### config.mk
export PLATFORM = sky130hd
export DESIGN_NAME = crp_regs
export DESIGN_NICKNAME = d
export VERILOG_FILES = /design/src/design/crp_pkg.sv /design/src/design/crp_regs.sv
export SDC_FILE = /design/constraint.sdc
export NUM_CORES = 1
export LEC_CHECK = 0
export ABC_AREA = 1
export BUFFER_PORTS_ARGS = -buffer_cell sky130_fd_sc_hd__buf_2
export CAP_MARGIN = 25
export CORE_MARGIN = 2
export CORE_UTILIZATION = 48
export CTS_BUF_LIST = sky130_fd_sc_hd__clkbuf_4 sky130_fd_sc_hd__clkbuf_8
export CTS_CLUSTER_SIZE = 40
export DETAILED_ROUTE_END_ITERATION = 8
export PLACE_DENSITY = 0.7
export SLEW_MARGIN = 20
export SYNTH_ARGS = -nofsm -noshare
export SYNTH_HDL_FRONTEND = slang
export SYNTH_SLANG_ARGS = --single-unit
### constraint.sdc
create_clock -name CLOCK -period 3.1 [get_ports CLOCK]
set_input_delay 0.31 -clock CLOCK [delete_from_list [all_inputs] [get_ports CLOCK]]
set_output_delay 0.31 -clock CLOCK [all_outputs]
set_load 0.005 [all_outputs]
### src/design/crp_pkg.sv
package crp_pkg;

    // ------------------------------------------------------------
    // Register map
    // ------------------------------------------------------------
    localparam logic [7:0]  OFS_RESET_ID     = 8'h00;
    localparam logic [7:0]  OFS_PWR_OUTPUTS  = 8'h01;
    localparam logic [7:0]  OFS_PWR_INPUTS   = 8'h02;
    localparam logic [7:0]  OFS_IRQ_STATUS   = 8'h10;
    localparam logic [7:0]  OFS_IRQ_MASK     = 8'h11;
    localparam logic [7:0]  OFS_SEQ_SCRATCH  = 8'h20;

    // ------------------------------------------------------------
    // Field positions
    // ------------------------------------------------------------
    localparam int BIT_SPK_R      = 13;
    localparam int BIT_SPK_L      = 12;
    localparam int BIT_EARPIECE   = 11;
    localparam int BIT_HP_L       = 9;
    localparam int BIT_HP_R       = 8;
    localparam int BIT_MICB2      = 5;
    localparam int BIT_MICB1      = 4;
    localparam int BIT_REFDIV_LO  = 1;
    localparam int BIT_BIAS       = 0;
    localparam int BIT_TSENSE     = 14;
    localparam int BIT_TCUTOFF    = 13;
    localparam int BIT_GPIO_CLK   = 11;
    localparam int BIT_MIXIN_L    = 9;
    localparam int BIT_MIXIN_R    = 8;
    localparam int BIT_INAMP_LO   = 4;
    localparam int BIT_ADC_L      = 1;
    localparam int BIT_ADC_R      = 0;

    // Writable bits; all others read as zero
    localparam logic [15:0] MASK_PWR_OUTPUTS = 16'h3B37;
    localparam logic [15:0] MASK_PWR_INPUTS  = 16'h6BF3;

    // ------------------------------------------------------------
    // Reset values
    // ------------------------------------------------------------
    localparam logic [15:0] RST_PWR_OUTPUTS  = 16'h0000;
    localparam logic [15:0] RST_PWR_INPUTS   = 16'h6000;
    localparam logic [15:0] RST_SEQ_SCRATCH  = 16'h0000;
    localparam logic [2:0]  RST_IRQ          = 3'h0;

    // Interrupt status bits
    localparam int IRQ_SOFT_RESET = 0;
    localparam int IRQ_OVERTEMP   = 1;
    localparam int IRQ_THERM_CUT  = 2;

    // Reference divider select
    typedef enum logic [1:0] {
        CRP_REF_OFF     = 2'h0,
        CRP_REF_NORMAL  = 2'h1,
        CRP_REF_STANDBY = 2'h2,
        CRP_REF_RSVD    = 2'h3
    } crp_refdiv_type;

endpackage : crp_pkg

### src/design/crp_regs.sv
// Our own choice: the address-and-strobe port.
`timescale 1ns/1ps
module crp_regs
    import crp_pkg::*;
#(
    parameter logic [15:0] FAMILY_ID = 16'h5A5A  // Arbitrary identity value
) (
    input  wire  logic        CLOCK,
    input  wire  logic        NRST,
    input  wire  logic [7:0]  ADDR,
    input  wire  logic [15:0] WDATA,
    input  wire  logic        WR,
    input  wire  logic        RD,
    output logic       [15:0] RDATA,
    input  wire  logic        HP_AUTO_POWERUP,
    input  wire  logic        OVERTEMP,
    output logic              SPK_R_ENABLE,
    output logic              SPK_L_ENABLE,
    output logic              EARPIECE_ENABLE,
    output logic       [1:0]  HP_L_STAGES,
    output logic       [1:0]  HP_R_STAGES,
    output logic              MICB2_OUT,
    output logic              MICB2_OE,
    output logic              MICB1_OUT,
    output logic              MICB1_OE,
    output logic              REF_DIV_NORMAL,
    output logic              REF_DIV_STANDBY,
    output logic              BIAS_ENABLE,
    output logic              GPIO_CLK_ENABLE,
    output logic              MIXIN_L_ENABLE,
    output logic              MIXIN_R_ENABLE,
    output logic              RECEIVE_VOICE_INPUT_L_ENABLE,
    output logic              RECEIVE_VOICE_INPUT_R_ENABLE,
    output logic       [3:0]  INPUT_AMP_ENABLE,
    output logic              ADC_L_ENABLE,
    output logic              ADC_R_ENABLE,
    output logic              OUTPUTS_CUT,
    output logic              IRQ
);

    initial begin
        if (FAMILY_ID == 16'h0000) $error("FAMILY_ID must be nonzero");
    end

    // ------------------------------------------------------------
    // State
    // ------------------------------------------------------------
    logic [15:0] pwr_out;
    logic [15:0] pwr_in;
    logic [15:0] seq_scratch;
    logic [2:0]  irq_status;
    logic [2:0]  irq_mask;
    logic [15:0] rdata;
    logic [2:0]  ot_sync;
    logic        ot_stable;
    logic        ot_prev;
    logic [15:0] next_pwr_out;
    logic [15:0] next_pwr_in;
    logic [15:0] next_seq_scratch;
    logic [2:0]  next_irq_status;
    logic [2:0]  next_irq_mask;
    logic [15:0] next_rdata;
    logic        next_ot_stable;
    logic        soft_reset;
    logic        cut;
    logic        ot_rise;

    // ------------------------------------------------------------
    // Register file
    // ------------------------------------------------------------
    assign soft_reset = WR && (ADDR == OFS_RESET_ID);
    assign cut        = pwr_in[BIT_TSENSE] && pwr_in[BIT_TCUTOFF] && ot_stable;
    assign ot_rise    = ot_stable && !ot_prev;

    always_comb begin
        next_pwr_out     = pwr_out;
        next_pwr_in      = pwr_in;
        next_seq_scratch = seq_scratch;
        next_irq_mask    = irq_mask;
        next_irq_status  = irq_status;
        next_rdata       = 16'h0000;
        next_ot_stable   = ot_stable;
        if (ot_sync[1] == ot_sync[2]) begin
            next_ot_stable = ot_sync[2];
        end
        if (soft_reset) begin
            next_pwr_out  = RST_PWR_OUTPUTS;
            next_pwr_in   = RST_PWR_INPUTS;
            next_irq_mask = RST_IRQ;
        end else if (WR) begin
            case (ADDR)
                OFS_PWR_OUTPUTS: next_pwr_out    = WDATA & MASK_PWR_OUTPUTS;
                OFS_PWR_INPUTS:  next_pwr_in     = WDATA & MASK_PWR_INPUTS;
                OFS_SEQ_SCRATCH: next_seq_scratch = WDATA;
                OFS_IRQ_MASK:    next_irq_mask   = WDATA[2:0];
                default: ;
            endcase
        end
        if (RD) begin
            case (ADDR)
                OFS_RESET_ID:    next_rdata = FAMILY_ID;
                OFS_PWR_OUTPUTS: next_rdata = pwr_out;
                OFS_PWR_INPUTS:  next_rdata = pwr_in;
                OFS_SEQ_SCRATCH: next_rdata = seq_scratch;
                OFS_IRQ_STATUS:  next_rdata = {13'h0000, irq_status};
                OFS_IRQ_MASK:    next_rdata = {13'h0000, irq_mask};
                default:         next_rdata = 16'h0000;
            endcase
            if (ADDR == OFS_IRQ_STATUS) begin
                next_irq_status = 3'h0;
            end
        end
        // Set wins over the read clear
        if (soft_reset) next_irq_status[IRQ_SOFT_RESET] = 1'b1;
        if (ot_rise)    next_irq_status[IRQ_OVERTEMP]   = 1'b1;
        if (ot_rise && pwr_in[BIT_TSENSE] && pwr_in[BIT_TCUTOFF]) begin
            next_irq_status[IRQ_THERM_CUT] = 1'b1;
        end
    end

    always_ff @(posedge CLOCK or negedge NRST) begin
        if (!NRST) begin
            pwr_out     <= RST_PWR_OUTPUTS;
            pwr_in      <= RST_PWR_INPUTS;
            seq_scratch <= RST_SEQ_SCRATCH;
            irq_status  <= RST_IRQ;
            irq_mask    <= RST_IRQ;
            rdata       <= 16'h0000;
            ot_sync     <= 3'h0;
            ot_stable   <= 1'b0;
            ot_prev     <= 1'b0;
        end else begin
            pwr_out     <= next_pwr_out;
            pwr_in      <= next_pwr_in;
            seq_scratch <= next_seq_scratch;
            irq_status  <= next_irq_status;
            irq_mask    <= next_irq_mask;
            rdata       <= next_rdata;
            ot_sync     <= {ot_sync[1:0], OVERTEMP};
            ot_stable   <= next_ot_stable;
            ot_prev     <= ot_stable;
        end
    end

    // ------------------------------------------------------------
    // Enable decode
    // ------------------------------------------------------------
    crp_refdiv_type refdiv;
    assign refdiv = crp_refdiv_type'(pwr_out[BIT_REFDIV_LO +: 2]);

    assign RDATA            = rdata;
    assign SPK_R_ENABLE     = pwr_out[BIT_SPK_R] && !cut;
    assign SPK_L_ENABLE     = pwr_out[BIT_SPK_L] && !cut;
    assign EARPIECE_ENABLE  = pwr_out[BIT_EARPIECE] && !cut;
    assign HP_L_STAGES[0]   = pwr_out[BIT_HP_L] && !cut;
    assign HP_L_STAGES[1]   = pwr_out[BIT_HP_L] && HP_AUTO_POWERUP && !cut;
    assign HP_R_STAGES[0]   = pwr_out[BIT_HP_R] && !cut;
    assign HP_R_STAGES[1]   = pwr_out[BIT_HP_R] && HP_AUTO_POWERUP && !cut;
    assign MICB2_OUT        = pwr_out[BIT_MICB2];
    assign MICB2_OE         = pwr_out[BIT_MICB2];
    assign MICB1_OUT        = pwr_out[BIT_MICB1];
    assign MICB1_OE         = pwr_out[BIT_MICB1];
    assign REF_DIV_NORMAL   = (refdiv == CRP_REF_NORMAL);
    assign REF_DIV_STANDBY  = (refdiv == CRP_REF_STANDBY);
    assign BIAS_ENABLE      = pwr_out[BIT_BIAS];
    assign GPIO_CLK_ENABLE  = pwr_in[BIT_GPIO_CLK];
    assign MIXIN_L_ENABLE   = pwr_in[BIT_MIXIN_L];
    assign MIXIN_R_ENABLE   = pwr_in[BIT_MIXIN_R];
    assign RECEIVE_VOICE_INPUT_L_ENABLE = pwr_in[BIT_MIXIN_L];
    assign RECEIVE_VOICE_INPUT_R_ENABLE = pwr_in[BIT_MIXIN_R];
    assign INPUT_AMP_ENABLE = pwr_in[BIT_INAMP_LO +: 4];
    assign ADC_L_ENABLE     = pwr_in[BIT_ADC_L];
    assign ADC_R_ENABLE     = pwr_in[BIT_ADC_R];
    assign OUTPUTS_CUT      = cut;
    assign IRQ              = |(irq_status & irq_mask);

    // ------------------------------------------------------------
    // Checks
    // ------------------------------------------------------------
    chk_soft_reset_out: assert property (@(posedge CLOCK) disable iff (!NRST)
        soft_reset |=> (pwr_out == RST_PWR_OUTPUTS) && (pwr_in == RST_PWR_INPUTS))
        else $error("soft reset did not restore power registers");
    chk_seq_kept: assert property (@(posedge CLOCK) disable iff (!NRST)
        soft_reset |=> $stable(seq_scratch))
        else $error("soft reset disturbed sequencer register");
    chk_id_read: assert property (@(posedge CLOCK) disable iff (!NRST)
        (RD && ADDR == OFS_RESET_ID) |=> RDATA == FAMILY_ID)
        else $error("identity read wrong");
    chk_spk_enable: assert property (@(posedge CLOCK) disable iff (!NRST)
        (WR && ADDR == OFS_PWR_OUTPUTS && WDATA[BIT_SPK_R] && !cut) |=> SPK_R_ENABLE || cut)
        else $error("right speaker not enabled");
    chk_hp_auto: assert property (@(posedge CLOCK) disable iff (!NRST)
        HP_L_STAGES[1] |-> HP_L_STAGES[0] && HP_AUTO_POWERUP)
        else $error("headphone stages inconsistent");
    chk_micbias_hiz: assert property (@(posedge CLOCK) disable iff (!NRST)
        (WR && ADDR == OFS_PWR_OUTPUTS && !WDATA[BIT_MICB1]) |=> !MICB1_OE)
        else $error("mic bias not released");
    chk_thermal_cut: assert property (@(posedge CLOCK) disable iff (!NRST)
        (ot_rise && pwr_in[BIT_TSENSE] && pwr_in[BIT_TCUTOFF]) |-> !SPK_L_ENABLE && !EARPIECE_ENABLE)
        else $error("outputs live during overtemperature");
    chk_unused_zero: assert property (@(posedge CLOCK) disable iff (!NRST)
        (RD && ADDR == OFS_PWR_INPUTS) |=> (RDATA & ~MASK_PWR_INPUTS) == 16'h0000)
        else $error("unassigned bits read nonzero");
    chk_adc_write: assert property (@(posedge CLOCK) disable iff (!NRST)
        (WR && ADDR == OFS_PWR_INPUTS) |=> ADC_L_ENABLE == $past(WDATA[BIT_ADC_L]))
        else $error("left converter enable wrong");
    chk_adc_right: assert property (@(posedge CLOCK) disable iff (!NRST)
        (WR && ADDR == OFS_PWR_INPUTS) |=> ADC_R_ENABLE == $past(WDATA[BIT_ADC_R]))
        else $error("right converter enable wrong");
    chk_hp_right: assert property (@(posedge CLOCK) disable iff (!NRST)
        HP_R_STAGES[1] |-> HP_R_STAGES[0] && HP_AUTO_POWERUP)
        else $error("right headphone stages inconsistent");
    chk_spk_left: assert property (@(posedge CLOCK) disable iff (!NRST)
        (WR && ADDR == OFS_PWR_OUTPUTS && !WDATA[BIT_SPK_L]) |=> !SPK_L_ENABLE)
        else $error("left speaker not disabled");
    chk_earpiece_off: assert property (@(posedge CLOCK) disable iff (!NRST)
        (WR && ADDR == OFS_PWR_OUTPUTS && !WDATA[BIT_EARPIECE]) |=> !EARPIECE_ENABLE)
        else $error("earpiece stage not disabled");
    chk_micbias2_hiz: assert property (@(posedge CLOCK) disable iff (!NRST)
        (WR && ADDR == OFS_PWR_OUTPUTS && !WDATA[BIT_MICB2]) |=> !MICB2_OE)
        else $error("mic bias two not released");
    chk_refdiv_onehot: assert property (@(posedge CLOCK) disable iff (!NRST)
        !(REF_DIV_NORMAL && REF_DIV_STANDBY))
        else $error("both divider selects active");
    chk_refdiv_normal: assert property (@(posedge CLOCK) disable iff (!NRST)
        (WR && ADDR == OFS_PWR_OUTPUTS && WDATA[BIT_REFDIV_LO +: 2] == 2'h1) |=> REF_DIV_NORMAL)
        else $error("normal divider not selected");
    chk_bias_write: assert property (@(posedge CLOCK) disable iff (!NRST)
        (WR && ADDR == OFS_PWR_OUTPUTS) |=> BIAS_ENABLE == $past(WDATA[BIT_BIAS]))
        else $error("bias generator enable wrong");
    chk_gpio_clk: assert property (@(posedge CLOCK) disable iff (!NRST)
        (WR && ADDR == OFS_PWR_INPUTS) |=> GPIO_CLK_ENABLE == $past(WDATA[BIT_GPIO_CLK]))
        else $error("clock output enable wrong");
    chk_receive_voice_input_pair: assert property (@(posedge CLOCK) disable iff (!NRST)
        (RECEIVE_VOICE_INPUT_L_ENABLE == MIXIN_L_ENABLE) && (RECEIVE_VOICE_INPUT_R_ENABLE == MIXIN_R_ENABLE))
        else $error("receive voice not paired with mixer");
    chk_input_amps: assert property (@(posedge CLOCK) disable iff (!NRST)
        (WR && ADDR == OFS_PWR_INPUTS) |=> INPUT_AMP_ENABLE == $past(WDATA[BIT_INAMP_LO +: 4]))
        else $error("input amplifier enables wrong");
    chk_cut_outputs: assert property (@(posedge CLOCK) disable iff (!NRST)
        OUTPUTS_CUT |-> !SPK_R_ENABLE && !SPK_L_ENABLE && HP_L_STAGES == 2'h0 && HP_R_STAGES == 2'h0)
        else $error("audio outputs live while cut");
    chk_soft_reset_irq: assert property (@(posedge CLOCK) disable iff (!NRST)
        soft_reset |=> (irq_mask == RST_IRQ) && irq_status[IRQ_SOFT_RESET])
        else $error("soft reset did not restore interrupt state");
    chk_unused_out: assert property (@(posedge CLOCK) disable iff (!NRST)
        (RD && ADDR == OFS_PWR_OUTPUTS) |=> (RDATA & ~MASK_PWR_OUTPUTS) == 16'h0000)
        else $error("unassigned output bits read nonzero");
    chk_rdata_idle: assert property (@(posedge CLOCK) disable iff (!NRST)
        !RD |=> RDATA == 16'h0000)
        else $error("read data not cleared");

    cov_soft_reset: cover property (@(posedge CLOCK) disable iff (!NRST) soft_reset);
    cov_thermal:    cover property (@(posedge CLOCK) disable iff (!NRST) ot_rise && cut);
    cov_irq:        cover property (@(posedge CLOCK) disable iff (!NRST) $rose(IRQ));
    cov_hp_auto:    cover property (@(posedge CLOCK) disable iff (!NRST) HP_L_STAGES == 2'h3);
    cov_standby:    cover property (@(posedge CLOCK) disable iff (!NRST) REF_DIV_STANDBY);

endmodule : crp_regs

Word level (Yosys, flattened, before mapping)
Cells that the tools add are included.
Widths: inputs -> output; s select.
{ "totals": {"input_bits": 30, "register_bits": 75} }
{ "classes": {"n_reduce_logical": 36, "eq_ne": 8, "muxes": 16, "bitwise": 2} }
{ "op_table": {"columns": ["op", "n"], "rows": [
  ["$mux 16", 7],
  ["$pmux 16 s6", 1],
  ["$reduce_bool 2->1", 10],
  ["$eq 8x5->1 const B", 2],
  ["$logic_and 1x1->1", 15],
  ["$mux 3", 5],
  ["$reduce_and 2->1", 6],
  ["$eq 8x1->1 const B", 1],
  ["$eq 8x2->1 const B", 1],
  ["$eq 8x6->1 const B", 1],
  ["$logic_not 8->1", 1],
  ["$and 3x3->3", 1],
  ["$mux 1", 3],
  ["$reduce_and 3->1", 1],
  ["$reduce_or 3->1", 1],
  ["$eq 2x1->1 const B", 1],
  ["$eq 2x2->1 const B", 1],
  ["$logic_not 1->1", 2],
  ["$eq 1x1->1", 1],
  ["$not 1->1", 1]
]} }

Logic depth before layout (Yosys ltp)
Gate-level depths: netlist of the first run.
{ "logic_depth": {"ltp_word": 6, "mapped_depth": 10} }

Least setup slack after synthesis of the first run
Ideal clock, no wire load.
{ "synth_path": {"path_type": "register to output", "startpoint": "register pwr_in[14]", "endpoint": "output port HP_L_STAGES[1]", "path_buffers": 0, "t_required_ps": 2790, "path_slack_ps": 1632, "arrival_ps": 1158, "path_stages_with_launch": 8, "cell_sequence": "dfstp_2 inv_1 nor3_1 inv_1 nand2_1 inv_1 nand2_1 inv_1"} }
{ "synth_between": {"elab_chain_len": 4} }
{ "synth_rtl": {"columns": ["element", "line", "source"], "rows": [
  ["start, declared", "crp_regs.sv:49", "logic [15:0] pwr_in;"],
  ["start signal, assigned", "crp_regs.sv:134", "pwr_in <= next_pwr_in;"],
  ["$logic_and 1x1->1 (2 in series)", "crp_regs.sv:72", "assign cut = pwr_in[BIT_TSENSE] && pwr_in[BIT_TCUTOFF] && ot_stable;"],
  ["named net OUTPUTS_CUT", "crp_regs.sv:37", "output logic OUTPUTS_CUT,"],
  ["$logic_not 1->1", "crp_regs.sv:156", "assign HP_L_STAGES[1] = pwr_out[BIT_HP_L] && HP_AUTO_POWERUP && !cut;"],
  ["$logic_and 1x1->1", "crp_regs.sv:156", null],
  ["end, declared", "crp_regs.sv:20", "output logic [1:0] HP_L_STAGES,"]
]} }
The timed path passes the listed nets, and every way through them passes these cells.

Worst setup path in the final report of the first run
{ "layout_path": {"startpoint": "register pwr_in[14]", "endpoint": "output port HP_R_STAGES[1]"} }
{ "layout_between": {"elab_chain_len": 4} }
{ "layout_rtl": {"columns": ["element", "line", "source"], "rows": [
  ["$logic_and 1x1->1 (2 in series)", "crp_regs.sv:72", null],
  ["$logic_not 1->1", "crp_regs.sv:158", "assign HP_R_STAGES[1] = pwr_out[BIT_HP_R] && HP_AUTO_POWERUP && !cut;"],
  ["$logic_and 1x1->1", "crp_regs.sv:158", null],
  ["end, declared", "crp_regs.sv:21", "output logic [1:0] HP_R_STAGES,"]
]} }
Every way passes these cells.

==> metrics.md, run 1 <==
| Metric | Value |
|---|---|
| Clk pin slew, worst setup/hold paths | 70 ps |
| Worst Path Required | between 2000 and 3000 ps |
| Layout cells sized above 1 | 28.8% |
| YS warnings | 0 |
| Ant diodes | 0 |
| Via count | between 2,000 and 2,500 |
| Root buf cell | clkbuf_8 |
| Fillers | 545 |
| Most common cell in the netlist | nand2_1 |
| First-pass GRT wire length | 10.8 mm |
| Post-DRT Antenna Nets | 0 |
| DR WL/cell | between 10 and 15 um |
| CP max FO | 5 |
| Setup WS pre-CTS | 1270 ps |
| Drt pass-1 iters | 4 |
| Die ar. | 6800 um2 |
| Setup crit start kind | flip-flop |
| Crit Path Class | reg -> out |
| #FFs+latches synth | 64 |
| Wire length on met3 | 331 um |
| Rel. slew slack | 41.8% |
| Skew final | about 8.6 ps |
| Initial core utilization | 49.9% |
| Global Route Usage Sum | 21.9% |
| Synth Cell Area | a little under 3000 um2 |
| DRC viols | 0 |
| Synth cell types | 24 |
| CTS resizes | 0 |
| Clock Tree Buf Depth | 2 |
| Tmin final | 2020 ps |
| Largest net degree at the start of global routing | 41 |
| Layout Nets | 448 |
| Metal2 WL | 3.17 mm |
| Status | completed |
| Final core occ | between 50% and 60% |
| Post-CTS Hold Buffers | 0 |
| Pwr/cell area | roughly 500 nW/um2 |
| Final GP Congestion | 0.894 |
| DR iter-0 viols | 169 |
| EDFF count, synth | 0 |
| Initial antenna violation count | 0 |
| Top area cells in the synthesized netlist | dfrtp_1 53%, nand2_1 15%, inv_1 5.1%, nand3_1 3.9%, o21ai_0 3.6% |
| Row count | 28 |
| Syn_area_per_cell | roughly 8.4 um2 |
| Area Growth Syn to Fin | 18.0% |
| Slew Limit Fails | 0 |
| Max Cap Viol | 0 |
| I/O Buffers | 72 |
| Synth area leader | dfrtp_1 |
| Register area share after synthesis | 54.3% |
| Met1 wire length | between 2 and 3 mm |
| RSZ-0062 raised after global routing | no |
| Setup-failing EPs final | 0 |
| Nature of the critical path endpoint | output pin |
| Post-synth top cells | 121 x nand2_1, 62 x dfrtp_1, 40 x inv_1, 23 x nand3_1, 21 x o21ai_0 |
| Setup Fix Bufs, Post-CTS | 0 |
| Final HPWL DP | 4.55 mm |
| Clock latency on the worst-skew pair | 340 ps |
| Prevailing post-synth register cell | dfrtp_1 |
| Final worst slack | 1080 ps |
| Syn nets | 380 |
| Hold Vio Cnt, Final | 0 |
| TritonCTS clock tree | built |
| Peak supply drop | 0.353 mV |
| CTS buffer count | 9 |
| Post-Synthesis Cells | 350 |
| Die X | roughly 82 um |
| Synth top area share | 52.5% |
| Placed Area | approximately 3300 um2 |
| Number of global-route vias before repair | around 2,300 |
| Uppermost routed layer | met4 |
| Via density | 4.89 |
| Leakage power figure | around 2.1 nW |
| Grt ovf | 0 |
| Core Box Area | 5920 um2 |
| Worst slew pin tran | around 870 ps |
| Die height | about 80 um |
| Max frequency | a little under 0.5 GHz |
| Finished Cell Area | 3490 um2 |
| CTS Sinks | 64 |
| Routed wire length | 6.62 mm |
| Worst Hold Class | in -> reg |
| Top Ports | 73 |
| Crit share post-route | between 60% and 70% |
| TNS Setup | 0 ps |
| Arrival time at the worst endpoint | around 1700 ps |
| Hold_ws | 72.3 ps |
| H-Tree Depth | 3 |
| Async S/R FF share, synth | 100% |
## stage by stage
stage / power, mW / std cells
floorplan: 0.977 / 350
global placement: 1.04 / 482
detailed placement: 1.04 / 482
CTS: 1.75 / 498
global route: 1.81 / 498
finish: 1.73 / 498
## flip-flops by register name, indices dropped and copies added, names as in the netlist
register	count
RDATA	16
seq_scratch	16
pwr_in	11
pwr_out	10
irq_mask	3
irq_status	3
ot_sync	3
ot_prev	1
ot_stable	1
## area by class of cell
type                            count  area (um2)  share of cell area [%]
Sequential cell                    64        1600                    46.0
Tap cell                           75        93.8                    2.69
Multi-Input combinational cell    222        1050                    30.0
Clock buffer                       12         146                    4.20
Clock inverter                      4        45.0                    1.29
Timing Repair Buffer               74         375                    10.8
Inverter                           47         176                    5.06
## path summary, 6_finish.rpt
check / startpoint / endpoint / slack [ps] / cells past startpoint
max: pwr_in[14] / HP_R_STAGES[1] / 1080 / 8
min: OVERTEMP / ot_sync[0] / 70 / 1
max reg2reg: pwr_in[14] / irq_status[2] / 2100 / 2
min reg2reg: ot_sync[0] / ot_sync[1] / 350 / 0
max in group asynchronous: NRST / pwr_in[13] / 2100 / 2
min in group asynchronous: NRST / ot_sync[0] / 90 / 1
## worst max-delay path, stage by stage, from the launching register on
cell and delay (ps):
dfstp_2 530, inv_1 60, nor3_1 280, inv_1 170, nand2_1 90, inv_1 40
nand2_1 50, inv_1 30, buf_2 110
## cell families after synthesis
logic type                 Yosys count  share of synthesized area, %
adders and majority gates            1                         0.339
AOI/OAI and AO/OA                   44                          9.11
buffers and inverters               64                          10.3
DFF                                 64                          54.3
and+or+nand+nor                    177                          26.0
## where the power goes
group / total, mW / switching, mW / internal, mW
sequential: 0.894 / 0.0246 / 0.870
combinational: 0.134 / 0.0822 / 0.0515
clock: 0.706 / 0.312 / 0.394
total: 1.73 / 0.419 / 1.32
## layer usage
| layer | GRT usage, % | vias to the layer above |
|---|---|---|
| met5 | 0 | - |
| met4 | 11.0 | 0 |
| met3 | 3.26 | 11 |
| met2 | 35.1 | 70 |
| met1 | 29.0 | 1143 |
| li1 | - | 1211 |
## placed cells by master, fill, tap and decap left out
| cell type | instances |
|---|---|
| buf_4 | 2 |
| o21ai_0 | 21 |
| nor2_1 | 20 |
| a21oi_1 | 5 |
| clkinv_2 | 3 |
| nor3_1 | 1 |
| maj3_1 | 1 |
| bufinv_16 | 1 |
| o21ai_2 | 12 |
| dfrtp_1 | 62 |
| o41ai_1 | 1 |
| nor2_2 | 1 |
| and2_1 | 1 |
| clkbuf_8 | 9 |
| clkbuf_4 | 3 |
| nand2_4 | 2 |
| inv_2 | 7 |
| nand2_1 | 121 |
| o21ai_1 | 5 |
| buf_2 | 72 |
| nor2_8 | 2 |
| dfstp_2 | 2 |
| nand2_2 | 5 |
| nor2_4 | 1 |
| inv_1 | 40 |
| nand3_1 | 23 |
No activity file was read; power rests on OpenSTA's default activity.
==> inputs of run 2 (changes only) <==
Settings changed: ABC_AREA 1 to 0, PLACE_DENSITY 0.7 to 0.73.
Clock period 3.1 ns to 1.8 ns, I/O delays scaled along.
==> metrics.md, run 2 <==
| Metric | Value |
|---|---|
| Status | completed (unchanged) |
| Root buf cell | clkbuf_8 (unchanged) |
| Post-synth top cells | 62 x dfrtp_1, 53 x nand2_1, 27 x o21ai_0, 11 x nor2_1 (was 121 x nand2_1, 62 x dfrtp_1, 40 x inv_1, 23 x nand3_1, 21 x o21ai_0) |
| Int Power | 2.33 mW (was 1.32 mW) |
| Final HPWL DP | 5.27 mm (was 4.55 mm) |
| YS warnings | 0 (unchanged) |
| Worst path cell trace | nand3_2 > and3_1 > buf_2 (was inv_1 > nor3_1 > inv_1 > nand2_1 > inv_1 > nand2_1 > inv_1 > buf_2) |
| Crit share post-route | 89.6% |
| Max incr delay on CP | 580 ps (was 530 ps) |
| Syn_area_per_cell | 10.5 um2 (was 8.44 um2) |
| Setup-failing EPs final | 0 (unchanged) |
| #FFs+latches synth | 64 (unchanged) |
| Layout cells sized above 1 | 35.8% (was 28.8%) |
| Worst Hold Class | in -> reg (unchanged) |
| Number of global-route vias before repair | 2,275 (was 2,256) |
| Power consumption | 3.08 mW (was 1.73 mW) |
| DR WL/cell | 16.2 um (was 13.3 um) |
| Most common cell after layout, fill and taps aside | buf_2 (was nand2_1) |
| Top area cells in the synthesized netlist | dfrtp_1 52%, nand2_1 6.7%, mux2_4 5.1%, o21ai_0 4.6%, mux2_2 2.3% (was dfrtp_1 53%, nand2_1 15%, inv_1 5.1%, nand3_1 3.9%, o21ai_0 3.6%) |
| Drt pass-1 iters | 7 (was 4) |
| Most frequent cells in the layout | 72 x buf_2, 62 x dfrtp_1, 53 x nand2_1 (was 121 x nand2_1, 72 x buf_2, 62 x dfrtp_1) |
| Initial antenna violation count | 0 (unchanged) |
| Prevailing post-synth register cell | dfrtp_1 (unchanged) |
| H-Tree Depth | 3 (unchanged) |
| I/O Buffers | 72 (unchanged) |
| Buf+Inv Stages, Crit Path | 1 (was 5) |
| Clock Tree Buf Depth | 2 (unchanged) |
| Clk pin slew, worst setup/hold paths | 70 ps (about the same) |
| DR iter-0 viols | 159 (was 169) |
| Setup crit start kind | flip-flop (unchanged) |
| Hold Vio Cnt, Final | 0 (unchanged) |
| Register area share after synthesis | 54.2% (was 54.3%) |
| Clock latency on the worst-skew pair | 340 ps (about the same) |
| Max frequency | 0.620 GHz |
| Post-Synthesis Cells | 282 (was 350) |
| Skew final | 8.89 ps (was 8.61 ps) |
| Global Route Usage Sum | 23.0% (was 21.9%) |
| Synth top area share | 52.4% (was 52.5%) |
| Synth cell types | 46 (was 24) |
| Die ar. | 6810 um2 (was 6800 um2) |
| Fillers | 518 (was 545) |
| Tmin final | 1610 ps |
| Layout Nets | 398 (was 448) |
| Comb power frac | 9.4% (was 7.7%) |
| Core Box Area | 5960 um2 (was 5920 um2) |
| First-pass GRT wire length | 11.5 mm (was 10.8 mm) |
| Synth Cell Area | 2960 um2 (was 2950 um2) |
| Final worst slack | 186 ps (was 1080 ps) |
| Setup WS pre-CTS | 31.6 ps (was 1270 ps) |
| Area Growth Syn to Fin | 24.3% (was 18.0%) |
| Arrival time at the worst endpoint | 1430 ps (was 1710 ps) |
| Post-DRT Antenna Nets | 0 (unchanged) |
| Hold_ws | 77.8 ps (was 72.3 ps) |
| Final GP Congestion | 0.922 (was 0.894) |
| Crit Path Class | reg -> out (unchanged) |
| Pwr/cell area | 837 nW/um2 (was 497 nW/um2) |
| CTS Sinks | 64 (unchanged) |
| Syn nets | 312 (was 380) |
| Ant diodes | 0 (unchanged) |
| Via count | 2,419 (was 2,435) |
| Slew Limit Fails | 0 (unchanged) |
| Top Ports | 73 (unchanged) |
| Async S/R FF share, synth | 100% (unchanged) |
| NetSw | 0.752 mW (was 0.419 mW) |
| Sequential power share | 50.2% (was 51.6%) |
| CP top delay family | flip-flops (unchanged) |
| Rel. slew slack | 73.1% (was 41.8%) |
| Worst slew pin tran | 403 ps (was 873 ps) |
| CP max FO | 7 (was 5) |
| CP max-delay cell | dfstp_2 (unchanged) |
| Final core occ | 61.8% (was 58.9%) |
| Die X | 82.6 um (was 82.5 um) |
| Grt ovf | 0 (unchanged) |
| Row count | 28 (unchanged) |
| TNS Setup | 0 ps (unchanged) |
| Routed wire length | 7.26 mm (was 6.62 mm) |
| Synth area leader | dfrtp_1 (unchanged) |
| Most common cell in the netlist | dfrtp_1 (was nand2_1) |
| EDFF count, synth | 0 (unchanged) |
| Peak supply drop | 0.447 mV (was 0.353 mV) |
| Worst Path Required | 1620 ps (was 2790 ps) |
| Via density | 5.41 (was 4.89) |
| RSZ-0062 raised after global routing | no (unchanged) |
| Nature of the critical path endpoint | output pin (unchanged) |
| Setup Fix Bufs, Post-CTS | 0 (unchanged) |
| DRC viols | 0 (unchanged) |
| Leakage power figure | 1.84 nW (was 2.08 nW) |
| CTS buffer count | 9 (unchanged) |
| Max Cap Viol | 0 (unchanged) |
| Initial core utilization | 49.7% (was 49.9%) |
| Die height | 82.6 um (was 82.5 um) |
| Largest net degree at the start of global routing | 65 (was 41) |
| Clk pwr share | 40.3% (was 40.7%) |
| TritonCTS clock tree | built (unchanged) |
| Sw Ratio | 24.4% (was 24.1%) |
==> run 2: kinds of logic (layout without fill, tap and decap cells) <==
group,Yosys count,in the layout,share of synthesized area [%]
simple gates,103,103,17.1
compound gates,69,69,15.3
flops,64,64,54.2
buf+inv,28,118,5.45
mux,17,17,7.69
fa+ha+maj,1,1,0.338
==> run 2: through the flow <==
stage                     instances  area (um2)
after floorplan                 282        2960
after global placement          430        3460
after detailed placement        430        3460
after CTS                       447        3680
after global routing            447        3680
final                           447        3680
==> run 2: repair_timing <==
item | 4_1_cts | 5_1_grt
hold buffers | 2 | 0
gates resized for setup | 0 | 1
hold endpoints to repair | 63 | 0
setup endpoints to repair | 0 | 3
==> run 2: area by class of cell <==
type	instances	area, um2	area share [%]
Clock buffer	12	153	4.15
Clock inverter	3	42.5	1.16
Inverter	6	22.5	0.612
Multi-Input combinational cell	190	1200	32.6
Sequential cell	64	1600	43.6
Tap cell	75	93.8	2.55
Timing Repair Buffer	97	566	15.4
==> run 2: power by group through the flow <==
stage               clock [mW]  combinational (mW)  sequential, mW
floorplan                    0               0.145            1.56
global placement             0               0.281            1.57
detailed placement           0               0.288            1.57
CTS                       1.24               0.293            1.55
global route              1.33               0.326            1.56
finish                    1.24               0.290            1.55
==> run 2: per-layer routing <==
metal	routed length [um]	vias to the layer above	global-route usage, %
met4	119	0	9.34
met3	511	16	6.52
met5	0	-	0
met1	3120	1133	30.1
li1	-	1168	-
met2	3510	102	36.0
==> run 2: final timing paths <==
| path | start | endpoint | cells after the start | slack [ps] |
|---|---|---|---|---|
| max | pwr_in[14] | HP_R_STAGES[1] | 3 | 190 |
| min | WDATA[10] | seq_scratch[10] | 2 | 80 |
| max reg2reg | seq_scratch[1] | RDATA[1] | 4 | 490 |
| min reg2reg | ot_sync[0] | ot_sync[1] | 0 | 360 |
| max in group asynchronous | NRST | pwr_in[13] | 3 | 1090 |
| min in group asynchronous | NRST | RDATA[1] | 3 | 370 |
